<file path="src/inc/dbrd_regs.vh">
/*
  Register map, field positions, reset values and timing counts of the
  dual baud-rate divider. Assumes a 32-bit APB slave, 12-bit addresses.
*/
// Contract
// - Each divider picks one of 16 divisors from the code in its own select latch.
// - While rx_load_pulse is high the receive latch takes rx_divisor_code; in single mode the code uses load_pulse and divisor_code.
// - While tx_load_pulse is high the transmit latch takes tx_divisor_code.
// - A load pulse held high makes its latch follow the code inputs continuously.
// - Each divider is a 15-stage programmable divider, modulus up to 2^15-1.
// - Receive and transmit dividers run independently at their own rates.
// - quarter_ref_out always runs at one quarter of the reference rate.
// - In single-divider mode load_pulse loads divisor_code and rate_out follows it.
// - A newly latched code takes effect on the output within 3.5 microseconds.
`ifndef DBRD_REGS_VH
`define DBRD_REGS_VH

`define DBRD_CODE_W 4
`define DBRD_DIV_W 15
`define DBRD_ROM_DEPTH 16

// register byte addresses
`define DBRD_CTRL_ADDR 12'h000
`define DBRD_LOAD_ADDR 12'h004
`define DBRD_STAT_ADDR 12'h008
`define DBRD_TABLE_BASE 12'h040
`define DBRD_TABLE_END 12'h07C

// control fields
`define DBRD_CTRL_EXT_REF 0
`define DBRD_CTRL_SINGLE 1
`define DBRD_CTRL_RST 2'h0

// software load fields
`define DBRD_LOAD_RX_LSB 0
`define DBRD_LOAD_TX_LSB 4
`define DBRD_LOAD_RX_GO 8
`define DBRD_LOAD_TX_GO 9

// status fields
`define DBRD_STAT_RX_LSB 0
`define DBRD_STAT_TX_LSB 4
`define DBRD_STAT_RX_OUT 8
`define DBRD_STAT_TX_OUT 9
`define DBRD_STAT_QREF 10

// timing: clock period and longest delay to a new frequency
`define DBRD_CLK_NS 10
`define DBRD_NEW_FREQ_NS 3500
`define DBRD_NEW_FREQ_CYC (`DBRD_NEW_FREQ_NS / `DBRD_CLK_NS)

// default divisor table, entry 15 first
`define DBRD_ROM_INIT {15'h0100, 15'h00F0, 15'h00E0, 15'h00D0, 15'h00C0, 15'h00B0, \
  15'h00A0, 15'h0090, 15'h0080, 15'h0070, 15'h0060, 15'h0050, 15'h0040, 15'h0030, \
  15'h0020, 15'h0010}

`endif
</file>
<file path="src/hdl/dbrd_divisor_rom.v">
/*
  Re-programmable divisor table with one write port and three registered
  read ports. Assumes one clock and an active-low asynchronous reset that
  restores the parameter contents.
*/
`timescale 1ns/1ps
module dbrd_divisor_rom #(
  parameter WIDTH = 15,
  parameter DEPTH = 16,
  parameter AW = 4,
  parameter [WIDTH*DEPTH-1:0] INIT = {WIDTH*DEPTH{1'b0}}
) (
  // clock and reset
  input wire pclk,
  input wire presetn,
  // write port
  input wire wr_en,
  input wire [AW-1:0] wr_addr,
  input wire [WIDTH-1:0] wr_data,
  // read ports, data one cycle after address
  input wire [AW-1:0] ra_addr,
  output reg [WIDTH-1:0] ra_data,
  input wire [AW-1:0] rb_addr,
  output reg [WIDTH-1:0] rb_data,
  input wire [AW-1:0] rc_addr,
  output reg [WIDTH-1:0] rc_data
);

  reg [WIDTH-1:0] mem [0:DEPTH-1];

  // one flop row per entry, reset to its slice of the table
  genvar gi;
  generate
    for (gi = 0; gi < DEPTH; gi = gi + 1) begin : g_entry
      always @(posedge pclk or negedge presetn) begin
        if (!presetn) begin
          mem[gi] <= INIT[gi*WIDTH +: WIDTH];
        end else if (wr_en && (wr_addr == gi)) begin
          mem[gi] <= wr_data;
        end
      end
    end
  endgenerate

  // registered reads keep the divider paths short
  always @(posedge pclk or negedge presetn) begin
    if (!presetn) begin
      ra_data <= {WIDTH{1'b0}};
      rb_data <= {WIDTH{1'b0}};
      rc_data <= {WIDTH{1'b0}};
    end else begin
      ra_data <= mem[ra_addr];
      rb_data <= mem[rb_addr];
      rc_data <= mem[rc_addr];
    end
  end

endmodule

</file>
<file path="src/hdl/dbrd_top.v">
/*
  Dual baud-rate divider: receive and transmit dividers, select latches,
  quarter-rate reference output and an APB register slave. Control at
  0x000, software load at 0x004, status at 0x008, divisor table words
  from 0x040 to 0x07C; every access takes one wait state.
  Assumes all pins synchronous to pclk; the external reference is sampled
  and must run below half the pclk rate. Table writes also restart a
  divider whose current entry changes.
*/
`timescale 1ns/1ps
`include "dbrd_regs.vh"

module dbrd_top #(
  parameter CODE_W = `DBRD_CODE_W,
  parameter DIV_W = `DBRD_DIV_W,
  parameter [DIV_W*16-1:0] DIVISOR_TABLE = `DBRD_ROM_INIT
) (
  // clock and reset
  input wire pclk,
  input wire presetn,
  // apb slave
  input wire [11:0] paddr,
  input wire psel,
  input wire penable,
  input wire pwrite,
  input wire [31:0] pwdata,
  output reg [31:0] prdata,
  output reg pready,
  output reg pslverr,
  // reference
  input wire reference_input,
  // receive select
  input wire rx_load_pulse,
  input wire [CODE_W-1:0] rx_divisor_code,
  // transmit select
  input wire tx_load_pulse,
  input wire [CODE_W-1:0] tx_divisor_code,
  // single-divider select
  input wire load_pulse,
  input wire [CODE_W-1:0] divisor_code,
  // rate outputs
  output reg rx_rate_out,
  output reg tx_rate_out,
  output reg rate_out,
  output reg quarter_ref_out
);

  // control register
  reg [1:0] ctrl;
  wire ext_ref;
  wire single_mode;
  assign ext_ref = ctrl[`DBRD_CTRL_EXT_REF];
  assign single_mode = ctrl[`DBRD_CTRL_SINGLE];

  // apb decode helpers
  wire apb_access;
  wire apb_commit;
  wire wr_commit;
  wire sel_ctrl;
  wire sel_load;
  wire sel_stat;
  wire sel_table;
  wire addr_ok;

  // decode: true when addr is a word of the divisor table
  function is_table;
    input [11:0] a;
    begin
      is_table = (a >= `DBRD_TABLE_BASE) && (a <= `DBRD_TABLE_END) && (a[1:0] == 2'h0);
    end
  endfunction

  assign sel_ctrl = (paddr == `DBRD_CTRL_ADDR);
  assign sel_load = (paddr == `DBRD_LOAD_ADDR);
  assign sel_stat = (paddr == `DBRD_STAT_ADDR);
  assign sel_table = is_table(paddr);
  assign addr_ok = sel_ctrl | sel_load | sel_stat | sel_table;

  // first access cycle prepares data; the second answers
  assign apb_access = psel & penable & ~pready;
  assign apb_commit = psel & penable & pready;
  assign wr_commit = apb_commit & pwrite & addr_ok;

  // per-register write strobes, each one cycle at the commit edge
  wire wr_ctrl;
  wire wr_load;
  wire wr_table;
  assign wr_ctrl = wr_commit & sel_ctrl;
  assign wr_load = wr_commit & sel_load;
  assign wr_table = wr_commit & sel_table;

  // reference tick: pclk itself or a rising edge of the pin
  reg ref_q;
  wire ref_tick;
  always @(posedge pclk or negedge presetn) begin
    if (!presetn) begin
      ref_q <= 1'b0;
    end else begin
      ref_q <= reference_input;
    end
  end
  assign ref_tick = ext_ref ? (reference_input & ~ref_q) : 1'b1;

  // quarter-rate count, independent of any selection
  reg [1:0] qcnt;
  always @(posedge pclk or negedge presetn) begin
    if (!presetn) begin
      qcnt <= 2'h0;
    end else if (ref_tick) begin
      qcnt <= qcnt + 2'h1;
    end
  end

  // output changes on every second tick, so it is square at a quarter rate
  always @(posedge pclk or negedge presetn) begin
    if (!presetn) begin
      quarter_ref_out <= 1'b0;
    end else if (ref_tick) begin
      quarter_ref_out <= qcnt[1] ^ qcnt[0];
    end
  end

  // software load strobes, one cycle at write commit
  wire sw_rx_go;
  wire sw_tx_go;
  assign sw_rx_go = wr_load & pwdata[`DBRD_LOAD_RX_GO];
  assign sw_tx_go = wr_load & pwdata[`DBRD_LOAD_TX_GO];

  // select latch sources; index 0 receive, 1 transmit
  wire [1:0] pin_load;
  wire [2*CODE_W-1:0] pin_code;
  wire [1:0] sw_load;
  wire [2*CODE_W-1:0] sw_code;
  assign pin_load[0] = single_mode ? load_pulse : rx_load_pulse;
  assign pin_load[1] = tx_load_pulse;
  assign pin_code[CODE_W-1:0] = single_mode ? divisor_code : rx_divisor_code;
  assign pin_code[2*CODE_W-1:CODE_W] = tx_divisor_code;
  assign sw_load = {sw_tx_go, sw_rx_go};
  assign sw_code = {pwdata[`DBRD_LOAD_TX_LSB +: CODE_W], pwdata[`DBRD_LOAD_RX_LSB +: CODE_W]};

  // latched codes and table lookups
  wire [2*CODE_W-1:0] code_q;
  wire [2*DIV_W-1:0] rom_div;
  wire [DIV_W-1:0] rom_apb;
  wire [1:0] div_out;

  dbrd_divisor_rom #(
    .WIDTH(DIV_W),
    .DEPTH(16),
    .AW(CODE_W),
    .INIT(DIVISOR_TABLE)
  ) u_rom (
    .pclk(pclk),
    .presetn(presetn),
    .wr_en(wr_table),
    .wr_addr(paddr[5:2]),
    .wr_data(pwdata[DIV_W-1:0]),
    .ra_addr(code_q[CODE_W-1:0]),
    .ra_data(rom_div[DIV_W-1:0]),
    .rb_addr(code_q[2*CODE_W-1:CODE_W]),
    .rb_data(rom_div[2*DIV_W-1:DIV_W]),
    .rc_addr(paddr[5:2]),
    .rc_data(rom_apb)
  );

  // two identical, independent dividers
  genvar gd;
  generate
    for (gd = 0; gd < 2; gd = gd + 1) begin : g_div
      reg [CODE_W-1:0] code_r;
      reg [DIV_W-1:0] active;
      reg [DIV_W-1:0] cnt;
      reg dout;
      wire [CODE_W-1:0] next_code;
      wire [DIV_W-1:0] rom_n;
      wire [DIV_W-1:0] eff;
      wire [DIV_W-1:0] next_cnt;
      wire [DIV_W:0] half_sum;
      wire [DIV_W-1:0] half;
      wire restart;

      // each divider owns its slice of the shared buses
      assign code_q[gd*CODE_W +: CODE_W] = code_r;
      assign div_out[gd] = dout;

      assign rom_n = rom_div[gd*DIV_W +: DIV_W];
      // a modulus below two cannot toggle, so it runs as two
      assign eff = (active < 2) ? {{(DIV_W-2){1'b0}}, 2'h2} : active;
      assign next_cnt = (cnt >= eff - 1'b1) ? {DIV_W{1'b0}} : cnt + 1'b1;
      // odd moduli stay high one reference period longer; the spare bit
      // keeps the largest modulus from wrapping to a zero half
      assign half_sum = {1'b0, eff} + 1'b1;
      assign half = half_sum[DIV_W:1];
      // restart request whenever the looked-up divisor differs
      assign restart = (rom_n != active);

      // pin load wins over a software load; otherwise the code holds
      assign next_code = pin_load[gd] ? pin_code[gd*CODE_W +: CODE_W] :
        sw_load[gd] ? sw_code[gd*CODE_W +: CODE_W] : code_r;

      // level-sensitive latch: follows code while load is high
      always @(posedge pclk or negedge presetn) begin
        if (!presetn) begin
          code_r <= {CODE_W{1'b0}};
        end else begin
          code_r <= next_code;
        end
      end

      // counter restarts as soon as the looked-up divisor changes
      always @(posedge pclk or negedge presetn) begin
        if (!presetn) begin
          active <= {DIV_W{1'b0}};
          cnt <= {DIV_W{1'b0}};
          dout <= 1'b0;
        end else if (restart) begin
          active <= rom_n;
          cnt <= {DIV_W{1'b0}};
          dout <= 1'b1;
        end else if (ref_tick) begin
          cnt <= next_cnt;
          dout <= (next_cnt < half);
        end
      end
    end
  endgenerate

  // output flops mirror the divider states
  always @(posedge pclk or negedge presetn) begin
    if (!presetn) begin
      rx_rate_out <= 1'b0;
      tx_rate_out <= 1'b0;
    end else begin
      rx_rate_out <= div_out[0];
      tx_rate_out <= div_out[1];
    end
  end

  // single-variant pin rides on the receive divider, whose latch takes
  // load_pulse and divisor_code while the single bit is set
  always @(posedge pclk or negedge presetn) begin
    if (!presetn) begin
      rate_out <= 1'b0;
    end else begin
      rate_out <= div_out[0];
    end
  end

  // control register write
  always @(posedge pclk or negedge presetn) begin
    if (!presetn) begin
      ctrl <= `DBRD_CTRL_RST;
    end else if (wr_ctrl) begin
      ctrl <= {pwdata[`DBRD_CTRL_SINGLE], pwdata[`DBRD_CTRL_EXT_REF]};
    end
  end

  // read mux, fed by the registered table port
  reg [31:0] next_prdata;
  always @* begin
    next_prdata = 32'h00000000;
    if (sel_ctrl) begin
      next_prdata[1:0] = ctrl;
    end else if (sel_load) begin
      next_prdata[2*CODE_W-1:0] = code_q;
    end else if (sel_stat) begin
      next_prdata[`DBRD_STAT_RX_LSB +: CODE_W] = code_q[CODE_W-1:0];
      next_prdata[`DBRD_STAT_TX_LSB +: CODE_W] = code_q[2*CODE_W-1:CODE_W];
      next_prdata[`DBRD_STAT_RX_OUT] = div_out[0];
      next_prdata[`DBRD_STAT_TX_OUT] = div_out[1];
      next_prdata[`DBRD_STAT_QREF] = quarter_ref_out;
    end else if (sel_table) begin
      next_prdata[DIV_W-1:0] = rom_apb;
    end
  end

  // one wait state so the table read settles before the answer
  always @(posedge pclk or negedge presetn) begin
    if (!presetn) begin
      pready <= 1'b0;
      pslverr <= 1'b0;
    end else if (apb_access) begin
      pready <= 1'b1;
      pslverr <= ~addr_ok;
    end else begin
      pready <= 1'b0;
      pslverr <= 1'b0;
    end
  end

  // read data stands only with pready, so idle cycles show zero
  always @(posedge pclk or negedge presetn) begin
    if (!presetn) begin
      prdata <= 32'h00000000;
    end else if (apb_access && !pwrite) begin
      prdata <= next_prdata;
    end else begin
      prdata <= 32'h00000000;
    end
  end

endmodule

</file>
<file path="config.mk">
export PLATFORM = sky130hd
export DESIGN_NAME = dbrd_top
export DESIGN_NICKNAME = d
export VERILOG_FILES = /design/src/hdl/dbrd_divisor_rom.v /design/src/hdl/dbrd_top.v
export VERILOG_INCLUDE_DIRS = /design/src /design/src/inc
export SDC_FILE = /design/constraint.sdc
export NUM_CORES = 1
export LEC_CHECK = 0
export BUFFER_PORTS_ARGS = -buffer_cell sky130_fd_sc_hd__buf_2
export CORE_UTILIZATION = 30
export CTS_BUF_LIST = sky130_fd_sc_hd__clkbuf_16
export CTS_CLUSTER_SIZE = 20
export DETAILED_ROUTE_END_ITERATION = 7
export SYNTH_ARGS = -nofsm -noshare
export SYNTH_HDL_FRONTEND = slang
export SYNTH_SLANG_ARGS = --single-unit
</file>
<file path="constraint.sdc">
create_clock -name pclk -period 6.1 [get_ports pclk]
set_clock_uncertainty 0.05 [all_clocks]
set_input_delay 1.22 -clock pclk [delete_from_list [all_inputs] [get_ports pclk]]
set_output_delay 1.22 -clock pclk [all_outputs]
set_load 0.02 [all_outputs]
</file>
-- Yosys cells after proc, flatten, opt, wreduce, memory -nomap -nowiden
Index checks and enable logic that the tools add are counted.
- register bits after elaboration: 380
- input port bits: 65
- output and inout bits: 38
- add/sub/neg operators: 7
- magnitude comparators: 11
- equality and inequality tests: 19
- mux-type cells: 38
- bitwise logic cells: 21
- reduce and logical (&&, ||, !) cells: 27
- operators with widths (operator ; count):
    $mux 15 ; 16
    $bmux 15 s4 ; 3
    $add 15x1->16 const B ; 2
    $eq 4x4->1 const B ; 8
    $add 15x1->15 const B ; 2
    $ge 15x15->1 ; 2
    $lt 15x15->1 ; 2
    $lt 15x2->1 const B ; 2
    $ne 15x15->1 ; 2
    $sub 15x1->15 const B ; 2
    $mux 4 ; 6
    $logic_and 1x1->1 ; 19
    $eq 4x3->1 const B ; 4
    $ge 5x5->1 const B ; 3
    $not 4->5 ; 3
    $mux 13 ; 1
    $eq 12x3->1 const B ; 1
    $eq 12x4->1 const B ; 1
    $ge 12x7->1 const B ; 1
    $le 12x7->1 const B ; 1
    $logic_not 12->1 ; 1
    $and 1x1->1 ; 11
    $mux 11 ; 1
    $eq 4x2->1 const B ; 2
    13 further kinds ; 27

-- Depth between registers and ports, before layout
- depth after elaboration: 9
- gate-level depth with buffers: 27
- depth with buffers taken out: 24

-- Hierarchy
Synthesis repeated with hierarchy kept, for this count alone.
- cell total of the unflattened synthesis: 1823
- area, all modules: 22609.2 um2
- by module, submodules not included (module ; times used ; cells each ; area each (um2) ; sequential area each (um2)):
    dbrd_divisor_rom ; 1 ; 968 ; 15358.5 ; 7173.1
    dbrd_top ; 1 ; 855 ; 7250.7 ; 2352.3

-- Worst setup path after synthesis
OpenSTA, ideal clock, no wires.
- path kind: register to register
- start: register g_div[1].active[2]
- end: register g_div[1].dout
- setup time: 0.126 ns
- data arrival time: 5.413 ns
- setup slack: 0.511 ns
- cell stages (with the launch flop): 25
- clock period less this slack: 5.589 ns
- cell sequence: dfrtp_1 > clkbuf_1 > nor3_1 > nor3b_1 > nand3b_1 > o21ai_0 > ha_1 > nand3b_1 > nor2_1 > nand3b_1 > xor2_1 > ha_1 > nand4_1 > a2111oi_0 > a21o_1 > clkbuf_1 > buf_1 > nor2_1 > ha_1 > a21oi_1 > o21ai_0 > nor2_1 > nor3_1 > o31ai_1 > a221o_1
- cells in the longest elaborated chain, start to end: 8
- elaborated cells between the ends (all ways): 11
- those cells by class: add/sub (2); order compare (3); eq/ne (1); mux (4); reduce/logical (1)
- RTL lines (element ; RTL line ; RTL):
    from (decl) ; dbrd_top.v:171 ; reg [DIV_W-1:0] active;
    from (signal assigned) ; dbrd_top.v:213 ; active <= {DIV_W{1'b0}};
    from (signal assigned) ; dbrd_top.v:217 ; active <= rom_n;
    $lt 15x2->1 ; dbrd_top.v:188 ; assign eff = (active < 2) ? {{(DIV_W-2){1'b0}}, 2'h2} : active;
    $mux 15 ; dbrd_top.v:188 ;
    $sub 15x1->15 ; dbrd_top.v:189 ; assign next_cnt = (cnt >= eff - 1'b1) ? {DIV_W{1'b0}} : cnt + 1'b1;
    $ge 15x15->1 ; dbrd_top.v:189 ;
    $mux 15 ; dbrd_top.v:189 ;
    $lt 15x15->1 ; dbrd_top.v:222 ; dout <= (next_cnt < half);
    $mux 1 ; dbrd_top.v:220 ; end else if (ref_tick) begin
    $mux 1 ; dbrd_top.v:216 ; end else if (restart) begin
    to (signal assigned) ; dbrd_top.v:222 ;
    to (decl) ; dbrd_top.v:173 ; reg dout;
Parallel ways exist; a longest one is shown, timed or not. The select of a mux whose other input is x is not followed.
A chain may end at the register's enable or synchronous reset.

-- Worst setup path in the final report
Ends and elaborated chain as after synthesis.

==> impl_metrics.tcl <==
set metrics [dict create \
    critPathKind "reg2reg" \
    leakagePower_uw 0.0113 \
    worstSkewPairLatency_ps 580 \
    p_int_uw 4320 \
    worst_pin_slew_ps 1170 \
    routedWlPerCell_um 22.9 \
    gp_congestion 0.853 \
    die_area_um2 77300 \
    synth_enable_flop_cells 0 \
    end_kind "flip-flop" \
    min_from "u_rom.rb_data[14]$_DFF_PN0_" \
    rsz0062_at_grt "false" \
    worstSetupStartpointType "flip-flop" \
    hold_ws_ps 347 \
    viasPerCell 5.45 \
    ys_seq_elements 379 \
    die_h_um 278 \
    grt_pass1_wl_mm 95.3 \
    yosysTopAreaCell "dfrtp_1" \
    fp.dieW_um 278 \
    fmax_mhz 180 \
    syn_area_per_cell_um2 13.4 \
    finalHoldViolCount 0 \
    ys_types 64 \
    final_net_count 1824 \
    cts_setup_buffers 0 \
    tns_ps 0 \
    slowest_stage "dfrtp_1" \
    cts_sinks 379 \
    drc 0 \
    cp_cell_sequence "nor3_1, nor3b_1, buf_4, nand3b_1, o21ai_0, ha_1, nand3b_1, nor2_1, nand3b_1, xor2_1, ha_1, nand4_1, a2111oi_0, a21o_1, buf_4, nor2_1, ha_1, nand4_1, nor3_1, o31ai_1, a221o_1" \
    final-seq-area_um2 9540 \
    htreeDepth 2 \
    synth_top_area_share_pct 37.9 \
    clk_pin_slew_worst_paths_ps 60 \
    rows 100 \
    synth-main-ff-cell "dfrtp_1" \
    slowest_delay_ps 490 \
    drt_wl_total_mm 61.9 \
    antenna_left 0 \
    clock-root-buffer "clkbuf_16" \
    ys_warn_count 0 \
    yosysSeqAreaShare_pct 41.7 \
    critPathTopFamily "simple AND/OR/NAND/NOR gates" \
    regToRegStartpoint "g_div[1].active[2]$_DFFE_PN0N_" \
    antenna_found_initial 11 \
    switching_power_uw 1630 \
    clock_path_buffers 3 \
    multiInputGateArea_um2 12600 \
    switching_share_pct 27.4 \
    synth.most_common_cell "dfrtp_1" \
    postSynthCellCount 1711 \
    startpoint "g_div[1].active[2]$_DFFE_PN0N_" \
    layout-drive-gt1-share_pct 40.5 \
    fin_crit_sh_pct 90.8 \
    outcome "complete, no violations" \
    ys_top_cells_by_count "dfrtp_1, mux2_2, mux4_2" \
    cp_max_fo 13 \
    cts_tree "yes" \
    maxSlewViolCount 0 \
    numCtsBuffers 43 \
    grt_pass1_vias 15457 \
    portBuffers 68 \
    grt_max_degree 116 \
    cp.required_ps 6510 \
    cap_violations 0 \
    worst-path-buf-inv 2 \
    route.vias.total 14721 \
    hp-class "reg2reg" \
    io_pins 103 \
    place_hpwl_mm 40.8 \
    fillers 7250 \
    drt_iter0_drc 1195 \
    grt_overflow 0 \
    relSlewSlack_pct 22.1 \
    grt_use_total_pct 16.2 \
    fin_crit_ps 5540 \
    synth_area_um2 22900 \
    p_clk_share_pct 42.6 \
    power_frac_comb_pct 12.9 \
    critPathArrivalTime_ps 5950 \
    fp.coreArea_um2 74900 \
    area_growth_pct 11.1 \
    synth_area_leaders "dfrtp_1, mux4_2, mux2_2, dfstp_2, ha_1" \
    p_per_area_nw_per_um2 234 \
    ir_drop_mv 0.180 \
    sequentialPowerShare_pct 44.5 \
    dr.pass1.iters 5 \
    synth_async_sr_flop_share_pct 100 \
    start_util_pct 30.5 \
    setup_viol 0 \
]
per-stage QoR:
stage          cells  cell area, um2  setup WS (ps)  utilization, %  power, uW
6_report        2699           25400            559            33.9       5950
2_1_floorplan   1727           22900            511               -       3190
3_5_place_dp    2619           24000            523            32.1       3470
4_1_cts         2698           25400            497            33.9       6030
3_3_place_gp    2619           24000            573            32.1       3450
5_1_grt         2698           25400           27.4            33.9       6200
power by group through the flow:
stage / combinational (uW) / sequential, uW / clock, uW
2_1_floorplan: 566 / 2630 / 0
3_3_place_gp: 759 / 2690 / 0
3_5_place_dp: 772 / 2700 / 0
4_1_cts: 773 / 2650 / 2600
5_1_grt: 842 / 2660 / 2700
6_report: 765 / 2650 / 2540
cells by family after synthesis:
group | synth area share, %
AOI/OAI and AO/OA | 3.87
xor gates and xnor gates | 4.06
adders and majority gates | 3.50
buffers and inverters | 3.84
DFF | 41.7
muxes | 35.1
other | 0.0164
and+or+nand+nor | 7.95
flip-flops by register name (all words and copies together), names as in the netlist:
name	cells
pready	1
qcnt	2
pslverr	1
g_div.cnt	30
g_div.code_r	8
u_rom.mem	240
g_div.active	30
g_div.dout	2
ref_q	1
tx_rate_out	1
u_rom.ra_data	15
prdata	15
u_rom.rb_data	15
u_rom.rc_data	15
ctrl	2
rate_out	1
worst paths after layout:
check / end / slack (ps) / cells past startpoint
max in group asynchronous: g_div[1].code_r[0]$_DFFE_PN0P_ / 4040 / 2
min in group asynchronous: g_div[0].cnt[1]$_DFFE_PN0P_ / 660 / 1
min reg2reg: g_div[1].active[14]$_DFFE_PN0N_ / 350 / 0
min: g_div[1].active[14]$_DFFE_PN0N_ / 350 / 0
max reg2reg: g_div[1].dout$_DFFE_PN0P_ / 560 / 21
max: g_div[1].dout$_DFFE_PN0P_ / 560 / 21
placed cells by master, fill, tap and decap left out, drive strengths merged, types with 21 or more instances in the layout:
cell and n:
mux2 246, buf 104, ha 64, inv 34, mux4 225, xnor2 41, nor3 21, dfrtp 346
nand3 45, dfstp 33, xor2 65, clkbuf 43, o21ai 24, and3 27, a21oi 31, nor2 73
nand2 70
repair_timing:
item	in CTS	in global routing
setup endpoints to repair	0	1
hold buffers	0	0
resized for setup	0	1
routing by layer:
layer	up-vias	global-route usage [%]	wire (um)
met5	-	0	101
met4	14	6.23	2270
met3	150	3.32	4180
met2	522	26.1	29400
met1	7614	21.3	25900
li1	6421	-	-
final cells by class:
| class | count | area share, % |
|---|---|---|
| Timing Repair Buffer | 104 | 2.55 |
| Clock inverter | 36 | 1.16 |
| Clock buffer | 43 | 4.24 |
| Inverter | 15 | 0.222 |
| Tap cell | 969 | 4.77 |
| Sequential cell | 379 | 37.5 |
| Multi-Input combinational cell | 1152 | 49.5 |
| Antenna cell | 1 | 0.00985 |
Power figures use the tool's default switching activity.
